`config.mk`:
```
export PLATFORM = sky130hd
export DESIGN_NAME = logic_or_xor_datapath
export DESIGN_NICKNAME = d
export VERILOG_FILES = /design/src/core/logic_or_xor_pkg.sv /design/src/core/logic_or_xor_datapath.sv
export SDC_FILE = /design/constraint.sdc
export NUM_CORES = 1
export LEC_CHECK = 0
export BUFFER_PORTS_ARGS = -buffer_cell sky130_fd_sc_hd__buf_2
export CAP_MARGIN = 20
export CORE_MARGIN = 2
export CORE_UTILIZATION = 50
export DETAILED_ROUTE_END_ITERATION = 10
export HOLD_SLACK_MARGIN = 0.02
export PLACE_DENSITY_LB_ADDON = 0.12
export SYNTH_ARGS = -nofsm -noshare
export SYNTH_HDL_FRONTEND = slang
export SYNTH_SLANG_ARGS = --single-unit
```
`constraint.sdc`:
```
create_clock -name mclk -period 2.1 [get_ports mclk]
set_input_delay 0.105 -clock mclk [delete_from_list [all_inputs] [get_ports mclk]]
set_output_delay 0.105 -clock mclk [all_outputs]
set_load 0.005 [all_outputs]
```
`src/core/logic_or_xor_pkg.sv`:
```
// Constants for the OR/XOR execute datapath.
// Assumes an 8-bit core with a single system clock.

package logic_or_xor_pkg;

	localparam int DATA_W = 8;

	// Operation select codes from the decoder
	typedef enum logic [2:0] {
		OP_NONE,
		OP_OR_TO_WORK,
		OP_OR_TO_MEM,
		OP_XOR_IMM,
		OP_XOR_TO_IO
	} logic_op_e;

	localparam logic [DATA_W-1:0] WORK_RESET  = 8'h00;
	localparam logic [DATA_W-1:0] ZERO_BYTE   = 8'h00;
	localparam logic              FLAG_RESET  = 1'b0;

endpackage : logic_or_xor_pkg

```
`src/core/logic_or_xor_datapath.sv`:
```
// OR/XOR execute datapath: combines working_register with a memory byte,
// an immediate or an I/O register and writes the result back.
// Assumes the decoder presents one operation per cycle as a one-cycle pulse
// and that the memory/IO buses take writes on the cycle after.
//
// Overview of operation
// - OR memory into working register, zero flag
// - OR into memory byte, zero flag
// - XOR immediate into working register, zero flag
// - XOR into I/O register, zero flag

`timescale 1ns/10ps
`default_nettype none

module logic_or_xor_datapath
	import logic_or_xor_pkg::*;
(
	input  wire logic              mclk,
	input  wire logic              rst_n,
	input  wire logic              opValid,
	input  wire logic_op_e         opCode,
	input  wire logic [DATA_W-1:0] memData,
	input  wire logic [DATA_W-1:0] immData,
	input  wire logic [DATA_W-1:0] ioData,
	input  wire logic              carryIn,
	input  wire logic              halfCarryIn,
	input  wire logic              signedWrapIn,
	output logic [DATA_W-1:0]      workingRegister,
	output logic                   resultNilFlag,
	output logic                   carryFlag,
	output logic                   halfCarryFlag,
	output logic                   signedWrapFlag,
	output logic                   memWrite,
	output logic [DATA_W-1:0]      memWriteData,
	output logic                   ioWrite,
	output logic [DATA_W-1:0]      ioWriteData
);

	// ****************************************
	// Operation decode
	// ****************************************

	// One decode shared by all strobes, so the qualifier cannot drift
	function automatic logic opIs(
		input logic      valid,
		input logic_op_e code,
		input logic_op_e want
	);
		return valid && (code == want);
	endfunction

	wire logic isOrWork;
	wire logic isOrMem;
	wire logic isXorImm;
	wire logic isXorIo;
	wire logic anyOp;
	wire logic writesWork;

	assign isOrWork   = opIs(opValid, opCode, OP_OR_TO_WORK);
	assign isOrMem    = opIs(opValid, opCode, OP_OR_TO_MEM);
	assign isXorImm   = opIs(opValid, opCode, OP_XOR_IMM);
	assign isXorIo    = opIs(opValid, opCode, OP_XOR_TO_IO);

	// OP_NONE and idle cycles fall out here
	assign anyOp      = isOrWork || isOrMem || isXorImm || isXorIo;

	// Only two forms land in the working register
	assign writesWork = isOrWork || isXorImm;

	// ****************************************
	// Bit lanes
	// ****************************************

	wire logic [DATA_W-1:0] orMem;
	wire logic [DATA_W-1:0] xorImm;
	wire logic [DATA_W-1:0] xorIo;
	wire logic [DATA_W-1:0] result;

	// Lanes are independent: no carry chain, nothing to disturb other flags
	genvar lane;
	generate
		for (lane = 0; lane < DATA_W; lane++) begin : gen_lane
			assign orMem[lane]  = workingRegister[lane] | memData[lane];
			assign xorImm[lane] = workingRegister[lane] ^ immData[lane];
			assign xorIo[lane]  = workingRegister[lane] ^ ioData[lane];
			assign result[lane] = isXorImm ? xorImm[lane] : (isXorIo ? xorIo[lane] : orMem[lane]);
		end : gen_lane
	endgenerate

	// ****************************************
	// Zero detect
	// ****************************************

	wire logic [DATA_W:0] anyOne;
	wire logic            resultZero;

	assign anyOne[0] = 1'b0;

	generate
		for (lane = 0; lane < DATA_W; lane++) begin : gen_zero
			assign anyOne[lane+1] = anyOne[lane] | result[lane];
		end : gen_zero
	endgenerate

	assign resultZero = ~anyOne[DATA_W];

	// ****************************************
	// Next-state values
	// ****************************************

	wire logic [DATA_W-1:0] next_workingRegister;
	wire logic              next_resultNilFlag;
	wire logic              next_carryFlag;
	wire logic              next_halfCarryFlag;
	wire logic              next_signedWrapFlag;
	wire logic [DATA_W-1:0] next_memWriteData;
	wire logic [DATA_W-1:0] next_ioWriteData;

	assign next_workingRegister = writesWork ? result : workingRegister;

	assign next_resultNilFlag   = anyOp ? resultZero : resultNilFlag;

	// Core flags reload only outside logic ops; that is what preserves them
	assign next_carryFlag       = anyOp ? carryFlag : carryIn;
	assign next_halfCarryFlag   = anyOp ? halfCarryFlag : halfCarryIn;
	assign next_signedWrapFlag  = anyOp ? signedWrapFlag : signedWrapIn;

	// Write data holds until the next op of its own kind
	assign next_memWriteData    = isOrMem ? orMem : memWriteData;
	assign next_ioWriteData     = isXorIo ? xorIo : ioWriteData;

	// ****************************************
	// Working register and flags
	// ****************************************

	always_ff @(posedge mclk or negedge rst_n) begin
		if (!rst_n) begin
			workingRegister <= WORK_RESET;
		end else begin
			workingRegister <= next_workingRegister;
		end
	end

	always_ff @(posedge mclk or negedge rst_n) begin
		if (!rst_n) begin
			resultNilFlag <= FLAG_RESET;
		end else begin
			resultNilFlag <= next_resultNilFlag;
		end
	end

	always_ff @(posedge mclk or negedge rst_n) begin
		if (!rst_n) begin
			carryFlag <= FLAG_RESET;
		end else begin
			carryFlag <= next_carryFlag;
		end
	end

	always_ff @(posedge mclk or negedge rst_n) begin
		if (!rst_n) begin
			halfCarryFlag <= FLAG_RESET;
		end else begin
			halfCarryFlag <= next_halfCarryFlag;
		end
	end

	always_ff @(posedge mclk or negedge rst_n) begin
		if (!rst_n) begin
			signedWrapFlag <= FLAG_RESET;
		end else begin
			signedWrapFlag <= next_signedWrapFlag;
		end
	end

	// ****************************************
	// Memory and I/O write-back
	// ****************************************

	always_ff @(posedge mclk or negedge rst_n) begin
		if (!rst_n) begin
			memWrite <= 1'b0;
		end else begin
			memWrite <= isOrMem;
		end
	end

	always_ff @(posedge mclk or negedge rst_n) begin
		if (!rst_n) begin
			memWriteData <= ZERO_BYTE;
		end else begin
			memWriteData <= next_memWriteData;
		end
	end

	always_ff @(posedge mclk or negedge rst_n) begin
		if (!rst_n) begin
			ioWrite <= 1'b0;
		end else begin
			ioWrite <= isXorIo;
		end
	end

	always_ff @(posedge mclk or negedge rst_n) begin
		if (!rst_n) begin
			ioWriteData <= ZERO_BYTE;
		end else begin
			ioWriteData <= next_ioWriteData;
		end
	end

endmodule // logic_or_xor_datapath

`default_nettype wire

```
# Word-level counts from Yosys, hierarchy flattened

Cells that the tools add are included.

Output and inout bits: 30
Register bits after elaboration: 30
RAM bits: 0
Latch bits: 0
Bits of input ports: 33
Logic and storage cells: 69
Memories kept: 0
Memory bits (read-only): 0

Reduce and logical (&&, ||, !) cells: 8
Order comparisons: 0
Eq/ne operators: 4
Div/mod/pow operators: 0
Add/sub/neg operators: 0
Bitwise logic cells: 32
Mux-type cells: 16
$mul: 0
Shift-type cells: 0

Operator list:

| operator                                             | count |
|---|---|
| 2-to-1 mux 1 bit                                     | 16 |
| bitwise XOR 1 bit                                    | 16 |
| bitwise OR 1 bit                                     | 15 |
| equality test 3 x 2 -> 1 bit (second input constant) | 2 |
| logical AND 1 bit                                    | 4 |
| logical OR 1 bit                                     | 4 |
| equality test 3 x 1 -> 1 bit (second input constant) | 1 |
| equality test 3 bit (second input constant)          | 1 |
| NOT 1 bit                                            | 1 |

# Logic depth before layout (Yosys ltp)

Word-level depth: 12
Mapped depth: 6
Depth with buffers taken out: 5

# Worst setup path before layout

No wires, ideal clock.

Kind: register -> register
Start: register workingRegister[7]
End: register resultNilFlag
Arrival: 1.275 ns
Setup time: 0.092 ns
Period minus slack after synthesis: 1.367 ns
Setup slack: 0.733 ns
Stages on the path, launching flop included: 6
Data required time: 2.008 ns
Buffers on the path: 0
Path through: dfrtp_1 -> or2_2 -> a21oi_1 -> a211o_1 -> nand4_1 -> o31ai_2

Cells in the longest elaborated chain, start to end: 5
Elaborated cells on any way between the ends: 7
Those cells by class: mux: 2; bitwise: 5

RTL lines:

| item                                                  | RTL line                                                 | RTL |
|---|---|---|
| start, declared                                       | logic_or_xor_datapath.sv:28                              | `output logic [DATA_W-1:0] workingRegister,` |
| start signal, assigned                                | logic_or_xor_datapath.sv:140                             | `workingRegister <= next_workingRegister;` |
| bitwise OR 1 bit or bitwise XOR 1 bit (tied branches) | logic_or_xor_datapath.sv:83, logic_or_xor_datapath.sv:85 |  |
| 2-to-1 mux 1 bit                                      | logic_or_xor_datapath.sv:86                              | `assign result[lane] = isXorImm ? xorImm[lane] : (isXorIo ? xorIo[lane] : orMem[lane]);` |
| 2-to-1 mux 1 bit (*)                                  | logic_or_xor_datapath.sv:86                              |  |
| bitwise OR 1 bit (*)                                  | logic_or_xor_datapath.sv:101                             | `assign anyOne[lane+1] = anyOne[lane] \| result[lane];` |
| NOT 1 bit (*)                                         | logic_or_xor_datapath.sv:105                             | `assign resultZero = ~anyOne[DATA_W];` |
| end signal, assigned                                  | logic_or_xor_datapath.sv:148                             | `resultNilFlag <= next_resultNilFlag;` |
| end, declared                                         | logic_or_xor_datapath.sv:29                              | `output logic resultNilFlag,` |

Every way passes the cells marked *; elsewhere a longest branch is shown, timed or not.
A chain may end at the register's enable or synchronous reset.

# Final worst setup path

Start: register workingRegister[4]
End: register resultNilFlag

Cells in the longest elaborated chain, start to end: 8
Elaborated cells on any way between the ends: 10
Those cells by class: mux: 2; bitwise: 8

RTL lines:

| item                                                  | RTL line |
|---|---|
| bitwise OR 1 bit or bitwise XOR 1 bit (tied branches) | logic_or_xor_datapath.sv:83, logic_or_xor_datapath.sv:85 |
| 2-to-1 mux 1 bit                                      | logic_or_xor_datapath.sv:86 |
| 2-to-1 mux 1 bit (*)                                  | logic_or_xor_datapath.sv:86 |
| bitwise OR 1 bit (*) (4 in a row)                     | logic_or_xor_datapath.sv:101 |
| NOT 1 bit (*)                                         | logic_or_xor_datapath.sv:105 |

Marked as above.

==> summary.txt <==
Layout
  • Ant. Diodes: 0
  • Total Nets Final: 271
  • Area Growth Syn to Fin: 26.5%
  • Share of cells above drive strength 1: roughly a third

Worst setup path
  • R2R depth: 5
  • CP Launch Type: flop
  • Arrival time worst endpoint: 1.75 ns
  • CP max FO: 8
  • Worst Setup SP: workingRegister[4]$_DFFE_PN0P_
  • CP Capture Type: flop
  • Reg2reg start: workingRegister[4]$_DFFE_PN0P_
  • Req. time, crit path: approximately 2.4 ns
  • Worst R2R Setup Slack: 0.60 ns
  • CP Class: flop to flop
  • Worst flop-to-flop path endpoint: resultNilFlag$_DFFE_PN0P_

STA
  • Slew at the pin closest to its max-slew limit: 0.655 ns
  • Slew Limit Headroom: between 50 and 60%
  • Fin Clk Skew: 0.00303 ns
  • Fin worst setup slack: 0.601 ns
  • Worst hold margin: 0.0649 ns
  • Fin. Hold Viols: 0
  • Crit path time final: about 1.5 ns
  • Final worst path period share: 71.4%
  • Setup-failing EPs final: 0
  • Setup TNS: 0 ns
  • Fmax achieved: 0.667 GHz
  • RSZ-0062 raised after global routing: no
  • Max-slew violations: 0

Worst hold path
  • Worst hold path class: input pin to flop
  • Hold Path End: memWriteData[3]$_DFFE_PN0P_
  • Critical hold path startpoint: memData[3]
  • Hold Path Stages: 3

Global route
  • Initial antenna violation count: 0
  • Number of global-route vias before repair: about 1300
  • Global-route wire length before repair: 5.86 mm
  • Largest net degree at the start of global routing: 34
  • GRT overflow: 0
  • Met2 Usage GRT: 39.8%
  • Tot GR Track Use: 22.2%
  • GR Util met1: 25.7%
  • Top Usage Layer GRT: met2
  • Met3 usage: 5.76%

Floorplanning
  • Initial Util: 52.5%
  • # rows: 20
  • Core ar.: 3030 um2
  • Die height: 60.4 um
  • I/O pins: 63
  • Die footprint: ~3600 um2
  • Chip width: 60.4 um

Routing
  • Post-Route WL: 3.70 mm
  • Vias: roughly 1400
  • Initial drt markers: 60
  • DRC: 0
  • Antenna Nets Post-Route: 0
  • DR vias/cell: 5.10
  • DRT Pass-1 Iters: 4
  • Wire length per cell: 13.1 um

Power
  • Power per Cell Area: 801 nW/um2
  • Leakage: 0.993 nW
  • Worst vdd ir: approximately 430 uV

Placement
  • Gpl congestion: 0.752
  • DP Wirelength: 2.72 mm
  • Post-place setup slack: 0.379 ns
  • Port Buffers: 62

Clock tree
  • CTS Buffer Depth: 2
  • Clk pin slew, worst setup/hold paths: 0.09 ns
  • # resized after CTS: 0
  • TritonCTS clock tree: done
  • Post-CTS setup buffer count: 0
  • Later-pin clock latency in the skew report: 0.33 ns
  • Clk sinks: 30
  • CTS root buf: clkbuf_4
  • CTS H-Tree Depth: 2
  • CTS buffer count: 5

Flow run
  • MaxCap Viol Count: 0

Synthesis
  • Cell variety after synth: 26
  • Post-synthesis sequential area ratio: between 40% and 50%
  • Top cells by area, synth: dfrtp_1 (47%), a21oi_1 (7.6%), nor2_1 (7.6%)
  • Synth top area share: between 40% and 50%
  • Synth area leader: dfrtp_1
  • Yosys reg bits: 30
  • Avg Cell Area, Syn: 9.24 um2
  • Mapped Area: 1590 um2
  • Post-Syn Nets: 205
  • Warnings from Yosys: 0
  • Cells after synthesis: 172

Run status
  • Status: completed
[registers in the layout, summed over array words and instances, names as in the netlist]
name             count
resultNilFlag        1
workingRegister      8
carryFlag            1
memWriteData         8
ioWriteData          8
memWrite             1
ioWrite              1
signedWrapFlag       1
halfCarryFlag        1
[layer usage]
metal	vias to the layer above	routed length [um]
li1	736	-
met1	666	1580
met2	35	1910
met3	7	165
met4	0	54
met5	-	0
[cells in the final DEF (no fill, tap or decap), drive strengths merged]
master and instances:
nand3b 1, nand4 2, and3 8, nand3 1, o21ai 9, or2 8, and4b 1, nor2 32
clkbuf 7, mux2i 8, or3 1, a211o 8, nand4b 1, a21oi 24, dfrtp 30, buf 62
nand2 17, clkinv 1, mux2 3, and4bb 2, o31ai 1, xnor2 8, dlygate4sd3 4
[cell usage after synthesis, drive strengths merged]
library cell  count
dfrtp            30
o31ai             1
nor2             32
a21oi            24
mux2i             8
and4bb            2
xnor2             8
or2               8
buf               6
nand2            17
and4b             1
nand3b            1
and3              8
or3               1
nand4             2
nand4b            1
clkbuf            1
o21ai             9
a211o             8
mux2              3
nand3             1
[per-stage QoR]
stage	instance area, um2	total power [W]	utilization (%)	cells
global route	2010	0.00172	66.4	283
finish	2010	0.00161	66.4	283
CTS	2010	0.00163	66.4	283
floorplan	1590	0.00104	-	172
global placement	1910	0.00124	63.1	271
detailed placement	1910	0.00126	63.1	271
[critical path, cell delays in order, from the launching register on]
cell     delay, ns
dfrtp_1       0.46
or2_2         0.32
a21oi_1       0.15
a211o_1       0.15
nand4_1       0.12
o31ai_2       0.22
[worst max-delay path by stage]
stage	slack [ns]	end	cells past startpoint
after global placement	0.47	resultNilFlag$_DFFE_PN0P_	6
after floorplan	0.73	resultNilFlag$_DFFE_PN0P_	5
final	0.60	resultNilFlag$_DFFE_PN0P_	5
after CTS	0.58	resultNilFlag$_DFFE_PN0P_	5
after global routing	0.51	resultNilFlag$_DFFE_PN0P_	5
after detailed placement	0.38	resultNilFlag$_DFFE_PN0P_	6
[layout make-up]
cell class                 count  area [um2]
fill                         273        1020
multi-input combinational    135         795
sequential                    30         751
timing repair buffer          66         350
clock buffer                   7        55.1
tap                           44        55.1
clock inverter                 1        5.00
[power breakdown]
part           switching [W]  internal (W)
Combinational       0.000215      0.000239
Sequential          0.000103      0.000693
Clock               0.000198      0.000162
[cell families (layout without fill, tap and decap cells)]
kind of cell	count (synthesis)	after routing	synth area share [%]
xor gates and xnor gates	8	8	4.41
muxes	11	11	7.17
buffers and inverters	7	74	2.76
DFF	30	30	47.2
and+or+nand+nor	74	74	22.8
AOI/OAI and AO/OA	42	42	15.6
[what timing repair did]
action	in CTS	in global routing
endpoints found under the setup margin	0	0
hold buffers	4	0
endpoints found under the hold margin	33	0
Note: power is estimated with default switching activity, not from simulation.
